===== src/hw/aea_pkg.sv =====
// How it works
// - One power sample is added into the accumulator every four clock cycles.
// - The accumulator update is a signed addition; negative power lowers energy.
// - Power is divided by the 8-bit divider before accumulation; zero means one.
// - A 53-bit signed accumulator; its upper 24 bits form the energy window.
// - The accumulator's largest positive value is two to the 52 minus one.
// - The read-clear access returns the window, then zeroes the upper 24 bits.
// - The window wraps 7fffff to 800000 going up and 800000 to 7fffff going down.
// - Enabled half-full and overflow/underflow events drive the active-low interrupt.
// - Power waveform is routed out when mode bits are 00 and sample enable set.
// - Waveform rate selectable at 27.9, 14, 7 or 3.5 thousand samples per second.
// - The signed 16-bit power offset is added to the power signal.
// - 256 offset LSBs equal one waveform sample LSB.
// - One converter pulse per LSB accumulated into the energy window.
// - One calibration pulse per (denominator+1)/(numerator+1) converter pulses.
// - Numerator and denominator are unsigned 12-bit values.
// - A zero numerator or denominator is used as one.
// - A ratio above one is clamped to one.
// - Power is scaled by one plus the signed 12-bit gain over 4096.
`default_nettype none

package aea_pkg;
  localparam int SAMPLE_W = 24;
  localparam int ACC_W = 53;
  localparam int WIN_W = 24;
  localparam int WIN_LSB = 29;
  localparam int GAIN_W = 12;
  localparam int GAIN_SHIFT = 12;
  localparam int OFS_W = 16;
  localparam int OFS_SHIFT = 8;
  localparam int DIV_W = 8;
  localparam int PWR_W = 34;
  localparam int CF_W = 12;
  localparam int PEND_W = 8;
  localparam int ACC_PERIOD_CLKS = 4;
  localparam int CLK_HZ = 250_000_000;
  localparam int WAVE_RATE_HZ = 27_900;
  localparam int WAVE_PERIOD_CYC = CLK_HZ / WAVE_RATE_HZ;
  localparam int WAVE_CNT_W = 17;
  // Status and enable bit positions
  localparam int ST_HALF = 0;
  localparam int ST_OVF = 1;
  localparam int IEN_WAVEFORM_SAMPLE_IRQ_ENABLE = 3;
  localparam logic [WIN_W-1:0] WIN_POS_FULL = 24'h7fffff;
  localparam logic [WIN_W-1:0] WIN_NEG_FULL = 24'h800000;
  localparam logic [ACC_W-1:0] ACC_RST = 53'h0;
  localparam logic [1:0] ST_RST = 2'h0;
endpackage

`default_nettype wire


===== src/hw/aea_pwr_cond.sv =====
`default_nettype none

module aea_pwr_cond (
  input wire logic clk_in,
  input wire logic rst_b_in,
  input wire logic signed [aea_pkg::SAMPLE_W-1:0] sample_in,
  input wire logic signed [aea_pkg::GAIN_W-1:0] gain_in,
  input wire logic signed [aea_pkg::OFS_W-1:0] offset_in,
  input wire logic [aea_pkg::DIV_W-1:0] div_in,
  output logic signed [aea_pkg::PWR_W-1:0] corr_out,
  output logic signed [aea_pkg::PWR_W-1:0] quot_out
);
  logic signed [aea_pkg::PWR_W-1:0] base_v;
  logic signed [aea_pkg::PWR_W+aea_pkg::GAIN_W-1:0] prod_v;
  logic signed [aea_pkg::PWR_W-1:0] gain_v;
  logic signed [aea_pkg::PWR_W-1:0] divisor_v;
  logic signed [aea_pkg::PWR_W-1:0] corr_d;
  logic signed [aea_pkg::PWR_W-1:0] corr_q;
  logic signed [aea_pkg::PWR_W-1:0] quot_d;
  logic signed [aea_pkg::PWR_W-1:0] quot_q;

  ////////////////////////////////////////////////////////////////////////
  // Offset in 1/256 sample units, then gain, then divide
  always_comb begin
    base_v = (aea_pkg::PWR_W'(sample_in) <<< aea_pkg::OFS_SHIFT)
           + aea_pkg::PWR_W'(offset_in);
    prod_v = (aea_pkg::PWR_W+aea_pkg::GAIN_W)'(base_v)
           * (aea_pkg::PWR_W+aea_pkg::GAIN_W)'(gain_in);
    gain_v = base_v + aea_pkg::PWR_W'(prod_v >>> aea_pkg::GAIN_SHIFT);
    // Divider is tiny and fixed-point friendly; a full divide keeps one cycle latency
    divisor_v = (div_in == 8'h00) ? 34'sh1 : $signed({26'h0, div_in});
    corr_d = gain_v;
    quot_d = gain_v / divisor_v;
  end

  always_ff @(posedge clk_in or negedge rst_b_in) begin
    if (!rst_b_in) begin
      corr_q <= '0;
      quot_q <= '0;
    end else begin
      corr_q <= corr_d;
      quot_q <= quot_d;
    end
  end

  assign corr_out = corr_q;
  assign quot_out = quot_q;
endmodule

`default_nettype wire


===== src/hw/aea_top.sv =====
`default_nettype none

module aea_top #(
  parameter int WAVE_PERIOD_CYC = aea_pkg::WAVE_PERIOD_CYC
) (
  input wire logic CLK_IN,
  input wire logic RST_B_IN,
  input wire logic signed [aea_pkg::SAMPLE_W-1:0] PWR_SAMPLE_IN,
  input wire logic signed [aea_pkg::GAIN_W-1:0] POWER_GAIN_IN,
  input wire logic signed [aea_pkg::OFS_W-1:0] POWER_OFFSET_IN,
  input wire logic [aea_pkg::DIV_W-1:0] ENERGY_DIVIDER_IN,
  input wire logic [aea_pkg::CF_W-1:0] PULSE_NUMERATOR_IN,
  input wire logic [aea_pkg::CF_W-1:0] PULSE_DENOMINATOR_IN,
  input wire logic [1:0] MODE_WAVE_SEL_IN,
  input wire logic [1:0] WAVE_RATE_SEL_IN,
  input wire logic [3:0] IRQ_EN_IN,
  input wire logic [1:0] STATUS_CLR_IN,
  input wire logic READ_CLEAR_IN,
  output logic [aea_pkg::WIN_W-1:0] ACTIVE_ENERGY_OUT,
  output logic [1:0] STATUS_OUT,
  output logic IRQ_B_OUT,
  output logic CALIBRATION_PULSE_OUT,
  output logic [aea_pkg::SAMPLE_W-1:0] WAVE_DATA_OUT,
  output logic WAVE_VALID_OUT
);
  logic signed [aea_pkg::PWR_W-1:0] corr;
  logic signed [aea_pkg::PWR_W-1:0] quot;

  aea_pwr_cond u_cond (
    .clk_in(CLK_IN),
    .rst_b_in(RST_B_IN),
    .sample_in(PWR_SAMPLE_IN),
    .gain_in(POWER_GAIN_IN),
    .offset_in(POWER_OFFSET_IN),
    .div_in(ENERGY_DIVIDER_IN),
    .corr_out(corr),
    .quot_out(quot)
  );

  ////////////////////////////////////////////////////////////////////////
  // Accumulation tick and energy accumulator
  logic [1:0] tick_cnt_d;
  logic [1:0] tick_cnt_q;
  logic tick;
  logic signed [aea_pkg::ACC_W-1:0] sum_v;
  logic [aea_pkg::WIN_W-1:0] old_win;
  logic [aea_pkg::WIN_W-1:0] new_win;
  logic [aea_pkg::ACC_W-1:0] acc_d;
  logic [aea_pkg::ACC_W-1:0] acc_q;
  logic [aea_pkg::WIN_W-1:0] win_d;
  logic [aea_pkg::WIN_W-1:0] win_q;
  logic [1:0] st_set;
  logic [1:0] st_d;
  logic [1:0] st_q;
  logic irq_b_d;
  logic irq_b_q;

  assign tick = (tick_cnt_q == 2'(aea_pkg::ACC_PERIOD_CLKS - 1));

  always_comb begin
    tick_cnt_d = tick_cnt_q + 2'h1;
    sum_v = $signed(acc_q) + aea_pkg::ACC_W'(quot);
    old_win = acc_q[aea_pkg::ACC_W-1:aea_pkg::WIN_LSB];
    new_win = sum_v[aea_pkg::ACC_W-1:aea_pkg::WIN_LSB];
    acc_d = acc_q;
    if (tick) begin
      acc_d = sum_v;
    end
    // Clear after the add so a same-cycle sample keeps its low bits
    if (READ_CLEAR_IN) begin
      acc_d[aea_pkg::ACC_W-1:aea_pkg::WIN_LSB] = '0;
    end
    win_d = acc_d[aea_pkg::ACC_W-1:aea_pkg::WIN_LSB];
    st_set = 2'h0;
    if (tick) begin
      st_set[aea_pkg::ST_HALF] = (new_win[23] ^ new_win[22])
                               & ~(old_win[23] ^ old_win[22]);
      // Sign flip against the addend sign marks wrap past 2^52-1 or below -2^52
      st_set[aea_pkg::ST_OVF] = (~old_win[23] & new_win[23] & ~quot[aea_pkg::PWR_W-1])
                              | (old_win[23] & ~new_win[23] & quot[aea_pkg::PWR_W-1]);
    end
    st_d = (st_q & ~STATUS_CLR_IN) | st_set;
    irq_b_d = ~|(st_d & IRQ_EN_IN[1:0]);
  end

  always_ff @(posedge CLK_IN or negedge RST_B_IN) begin
    if (!RST_B_IN) begin
      tick_cnt_q <= 2'h0;
      acc_q <= aea_pkg::ACC_RST;
      win_q <= '0;
      st_q <= aea_pkg::ST_RST;
      irq_b_q <= 1'b1;
    end else begin
      tick_cnt_q <= tick_cnt_d;
      acc_q <= acc_d;
      win_q <= win_d;
      st_q <= st_d;
      irq_b_q <= irq_b_d;
    end
  end

  ////////////////////////////////////////////////////////////////////////
  // Digital-to-frequency converter and calibration pulse scaling
  logic [aea_pkg::WIN_W-1:0] dlt_v;
  logic [aea_pkg::PEND_W:0] pend_v;
  logic [aea_pkg::PEND_W-1:0] pend_d;
  logic [aea_pkg::PEND_W-1:0] pend_q;
  logic dfc_pulse;
  logic [aea_pkg::CF_W:0] np1_v;
  logic [aea_pkg::CF_W:0] dp1_v;
  logic [aea_pkg::CF_W+1:0] frac_v;
  logic [aea_pkg::CF_W+1:0] frac_d;
  logic [aea_pkg::CF_W+1:0] frac_q;
  logic cf_d;
  logic cf_q;

  assign dfc_pulse = (pend_q != '0);

  always_comb begin
    // Magnitude of window movement, ignoring the read-clear jump
    dlt_v = new_win - old_win;
    if (quot[aea_pkg::PWR_W-1]) begin
      dlt_v = old_win - new_win;
    end
    pend_v = {1'b0, pend_q} - {{aea_pkg::PEND_W{1'b0}}, dfc_pulse};
    if (tick) begin
      pend_v = pend_v + (aea_pkg::PEND_W+1)'(dlt_v);
    end
    // Saturate; only reachable with extreme power and tiny divider
    pend_d = pend_v[aea_pkg::PEND_W] ? '1 : pend_v[aea_pkg::PEND_W-1:0];
    np1_v = {1'b0, PULSE_NUMERATOR_IN} + 13'h1;
    if (PULSE_NUMERATOR_IN == 12'h000) begin
      np1_v = 13'h2;
    end
    dp1_v = {1'b0, PULSE_DENOMINATOR_IN} + 13'h1;
    if (PULSE_DENOMINATOR_IN == 12'h000) begin
      dp1_v = 13'h2;
    end
    if (np1_v > dp1_v) begin
      np1_v = dp1_v;
    end
    frac_d = frac_q;
    cf_d = 1'b0;
    frac_v = frac_q + {1'b0, np1_v};
    if (dfc_pulse) begin
      if (frac_v >= {1'b0, dp1_v}) begin
        frac_d = frac_v - {1'b0, dp1_v};
        cf_d = 1'b1;
      end else begin
        frac_d = frac_v;
      end
    end
  end

  always_ff @(posedge CLK_IN or negedge RST_B_IN) begin
    if (!RST_B_IN) begin
      pend_q <= '0;
      frac_q <= '0;
      cf_q <= 1'b0;
    end else begin
      pend_q <= pend_d;
      frac_q <= frac_d;
      cf_q <= cf_d;
    end
  end

  ////////////////////////////////////////////////////////////////////////
  // Waveform sample routing
  logic route;
  logic [aea_pkg::WAVE_CNT_W-1:0] wave_period_v;
  logic [aea_pkg::WAVE_CNT_W-1:0] wave_cnt_d;
  logic [aea_pkg::WAVE_CNT_W-1:0] wave_cnt_q;
  logic wave_vld_d;
  logic wave_vld_q;
  logic [aea_pkg::SAMPLE_W-1:0] wave_dat_d;
  logic [aea_pkg::SAMPLE_W-1:0] wave_dat_q;

  assign route = (MODE_WAVE_SEL_IN == 2'h0) && IRQ_EN_IN[aea_pkg::IEN_WAVEFORM_SAMPLE_IRQ_ENABLE];

  always_comb begin
    wave_period_v = aea_pkg::WAVE_CNT_W'(WAVE_PERIOD_CYC) << WAVE_RATE_SEL_IN;
    wave_cnt_d = wave_cnt_q + 17'h1;
    wave_vld_d = 1'b0;
    wave_dat_d = wave_dat_q;
    if (wave_cnt_q >= wave_period_v - 17'h1) begin
      wave_cnt_d = '0;
      wave_vld_d = route;
      if (route) begin
        wave_dat_d = corr[aea_pkg::SAMPLE_W+aea_pkg::OFS_SHIFT-1:aea_pkg::OFS_SHIFT];
      end
    end
  end

  always_ff @(posedge CLK_IN or negedge RST_B_IN) begin
    if (!RST_B_IN) begin
      wave_cnt_q <= '0;
      wave_vld_q <= 1'b0;
      wave_dat_q <= '0;
    end else begin
      wave_cnt_q <= wave_cnt_d;
      wave_vld_q <= wave_vld_d;
      wave_dat_q <= wave_dat_d;
    end
  end

  assign ACTIVE_ENERGY_OUT = win_q;
  assign STATUS_OUT = st_q;
  assign IRQ_B_OUT = irq_b_q;
  assign CALIBRATION_PULSE_OUT = cf_q;
  assign WAVE_DATA_OUT = wave_dat_q;
  assign WAVE_VALID_OUT = wave_vld_q;
endmodule

`default_nettype wire


===== config.mk =====
export PLATFORM = sky130hd
export DESIGN_NAME = aea_top
export DESIGN_NICKNAME = d
export VERILOG_FILES = /design/src/hw/aea_pkg.sv /design/src/hw/aea_pwr_cond.sv /design/src/hw/aea_top.sv
export SDC_FILE = /design/constraint.sdc
export NUM_CORES = 2
export LEC_CHECK = 0
export BUFFER_PORTS_ARGS = -buffer_cell sky130_fd_sc_hd__buf_4
export CELL_PAD_IN_SITES_DETAIL_PLACEMENT = 0
export CELL_PAD_IN_SITES_GLOBAL_PLACEMENT = 1
export CORE_ASPECT_RATIO = 0.9
export CORE_MARGIN = 2
export CORE_UTILIZATION = 50
export CTS_CLUSTER_DIAMETER = 200
export DETAILED_ROUTE_END_ITERATION = 10
export PLACE_DENSITY_LB_ADDON = 0.25
export SLEW_MARGIN = 0
export SYNTH_ARGS = -nofsm -noshare
export SYNTH_HDL_FRONTEND = slang
export SYNTH_HIERARCHICAL = 1
export SYNTH_SLANG_ARGS = --single-unit
export TNS_END_PERCENT = 1

===== constraint.sdc =====
create_clock -name CLK_IN -period 7.9 [get_ports CLK_IN]
set_input_delay 0.79 -clock CLK_IN [delete_from_list [all_inputs] [get_ports CLK_IN]]
set_output_delay 0.79 -clock CLK_IN [all_outputs]
set_load 0.02 [all_outputs]

==> results.sh <==
export IMPL_result_of_the_run="finished with violations"
export IMPL_violated_checks="negative setup slack"
export IMPL_global_route_peak_usage_layer="met2"
export IMPL_maxClockFrequency_mhz=11.0
export IMPL_drtIter0Drc=5317
export IMPL_worst_setup_path_start_kind="input pin"
export IMPL_drc=0
export IMPL_final_nets=9864
export IMPL_cts_sinks=181
export IMPL_via_count_of_the_first_global_routing_pass=58955
export IMPL_clockRootBuffer="clkbuf_16"
export IMPL_critical_path_endpoint_type="register"
export IMPL_global_route_usage_met1_pct=49.8
export IMPL_finalHoldViolCount=0
export IMPL_slew_limit_headroom_pct=30.6
export IMPL_groute_layer_met3_usage_pct=4.45
export IMPL_total_global_routing_track_utilization_pct=34.9
export IMPL_max_clock_path_buffers=2
export IMPL_critical_path_required_ns=8.28
export IMPL_global_route_overflow_total=0
export IMPL_crit_type="input pin to register"
export IMPL_holdCritPathClass="input pin to async pin"
export IMPL_post_synth_inst_count=6681
export IMPL_drv_slew=0
export IMPL_core_area_sq_mm=0.102
export IMPL_setup_total_negative_slack_ns=-2855.74
export IMPL_critical_path_top_delay_family="compound AO/OA/AOI/OAI gates"
export IMPL_grt_first_pass_wirelength_um=303000
export IMPL_first_pass_iters=6
export IMPL_die_y_um=308
export IMPL_route_antenna_remaining_nets=0
export IMPL_critPathMostFrequentCell="o21a_1"
export IMPL_clock_tree_htree_level_count=4
export IMPL_critical_path_n_buffers_inverters=32
export IMPL_finClkSkew_ns=0.0126
export IMPL_mappedNetlistArea_sq_mm=0.0515
export IMPL_mappedNetlistNets=7659
export IMPL_worst_slew_pin_transition_ns=1.03
export IMPL_yosysWarningCount=6
export IMPL_final_critical_path_setup_slack_ns=-83.12
export IMPL_global_route_usage_met2_pct=55.0
export IMPL_clkSlewWorstSetupHoldPaths_ns=0.08
export IMPL_via_count=59023
export IMPL_routabilityCongestion=1.02
export IMPL_core_rowCount=111
export IMPL_dp_hpwl_um=152000
export IMPL_timing_critical_path_fanout_max=7
export IMPL_numPortBuffers=148
export IMPL_routed_wirelength_um=187000
export IMPL_cts_buffers=17
export IMPL_routed_via_density=5.75
export IMPL_boundaryPins=150
export IMPL_worstPathArrival_ns=91.40
export IMPL_initial_antenna_violation_count=2
export IMPL_avgSynthCellArea_sq_um=7.70
export IMPL_grt_start_max_net_pins=109
export IMPL_finalSetupViolCount=56
export IMPL_min_period_over_period_pct=1150
export IMPL_maxCapViolCount=0
export IMPL_tritoncts="yes"
export IMPL_dieWidth_um=342
export IMPL_r2r_slack_ns=0.91
export IMPL_post_drt_wl_per_cell_um=18.2
export IMPL_clk_insertion_delay_late_ns=0.45
export IMPL_synthToLayoutAreaGrowth_pct=42.2
export IMPL_min_period_ns=91.02
export IMPL_cpMaxStageDelayCell="fa_1"
export IMPL_nFillCells=8074
export IMPL_die_area_sq_mm=0.106
export IMPL_drive_above_1_share_pct=35.1
export IMPL_initial_core_util_pct=50.5
export IMPL_delay_of_the_slowest_cell_on_the_worst_path_ns=0.58
export IMPL_grt_setup_unrepaired="yes"
[final timing paths]
kind,depth (start not counted),to,startpoint
worst min-delay path,1,frac_q[11],RST_B_IN
worst min register to register,1,tick_cnt_q[0],tick_cnt_q[0]
worst max register to register,34,pend_q[5],u_cond/quot_out[0]
max in group asynchronous,2,u_cond/quot_out[21],RST_B_IN
worst max-delay path,526,u_cond/quot_out[30],PWR_SAMPLE_IN[0]
min in group CLK_IN,1,tick_cnt_q[0],tick_cnt_q[0]
[final cells by class]
cell class                      count  area (sq um)  share of cell area (%)
Antenna cell                        1          2.50                 0.00342
Clock buffer                       20           437                   0.597
Clock inverter                     12           193                   0.263
Inverter                          581          2190                    2.99
Multi-Input combinational cell   5659         45700                    62.4
Sequential cell                   181          4530                    6.19
Tap cell                         1356          1700                    2.32
Timing Repair Buffer             2446         18400                    25.2
[worst reg2reg max path: cells and delay by family, from the launching register on]
| kind | cells | cell delay [ns] |
|---|---|---|
| AO/OA/AOI/OAI | 14 | 2.97 |
| XOR/XNOR | 6 | 1.46 |
| adder cells (fa/ha/maj) | 4 | 1.13 |
| AND/OR/NAND/NOR | 8 | 0.67 |
| flip-flops | 1 | 0.35 |
| buffers and inverters | 2 | 0.24 |
[sequential cells by signal (all words and copies together) (netlist names)]
register,flops
tick_cnt_q,2
STATUS_OUT,2
u_cond/quot_out,34
acc_q,53
CALIBRATION_PULSE_OUT,1
u_cond/corr_out,24
WAVE_VALID_OUT,1
IRQ_B_OUT,1
frac_q,14
pend_q,8
WAVE_DATA_OUT,24
wave_cnt_q,17
[routing by layer]
layer,vias up,wire length (um),part of all wire (%)
met2,2269,81400,44
li1,28192,-,-
met3,376,14200,7.6
met4,0,6030,3.2
met5,-,0,0
met1,28186,85400,46
[per-stage QoR]
stage / area, sq um / cells / util (%) / hold slack (ns) / setup WS (ns)
detailed placement: 69800 / 10029 / 68.5 / 0.439 / -83.89
CTS: 72000 / 10192 / 70.6 / 0.451 / -81.62
floorplan: 52700 / 6681 / - / 0.401 / -87.47
global placement: 69800 / 10029 / 68.5 / 0.420 / -80.53
finish: 73200 / 10256 / 71.8 / 0.433 / -83.12
global route: 73200 / 10256 / 71.8 / 0.488 / -88.31
[cells in the final DEF, fill, tap and decap left out, drive strengths merged, types with 78 or more instances in the layout]
cell    count
inv       582
nand4      84
buf      2445
mux2      110
nor2      589
ha        527
nand2b     78
o21ai     264
o31ai      92
xor2      145
nor3      296
xnor2     244
dfrtp     180
a21o      113
a21oi     363
nand3     155
and2      198
nand2     665
o21a      243
fa        354
[what timing repair did]
| action | CTS | global route |
|---|---|---|
| hold buffers | 0 | 0 |
| gates resized for setup | 138 | 149 |
| setup buffers | 130 | 63 |
| pin swaps | 162 | 196 |
| cloned | 1 | 0 |
| endpoints found under the setup margin | 56 | 73 |
Power is left out: the tool's default activity adds up to more than one toggle a clock period on the data nets, which glitch-free logic cannot reach.
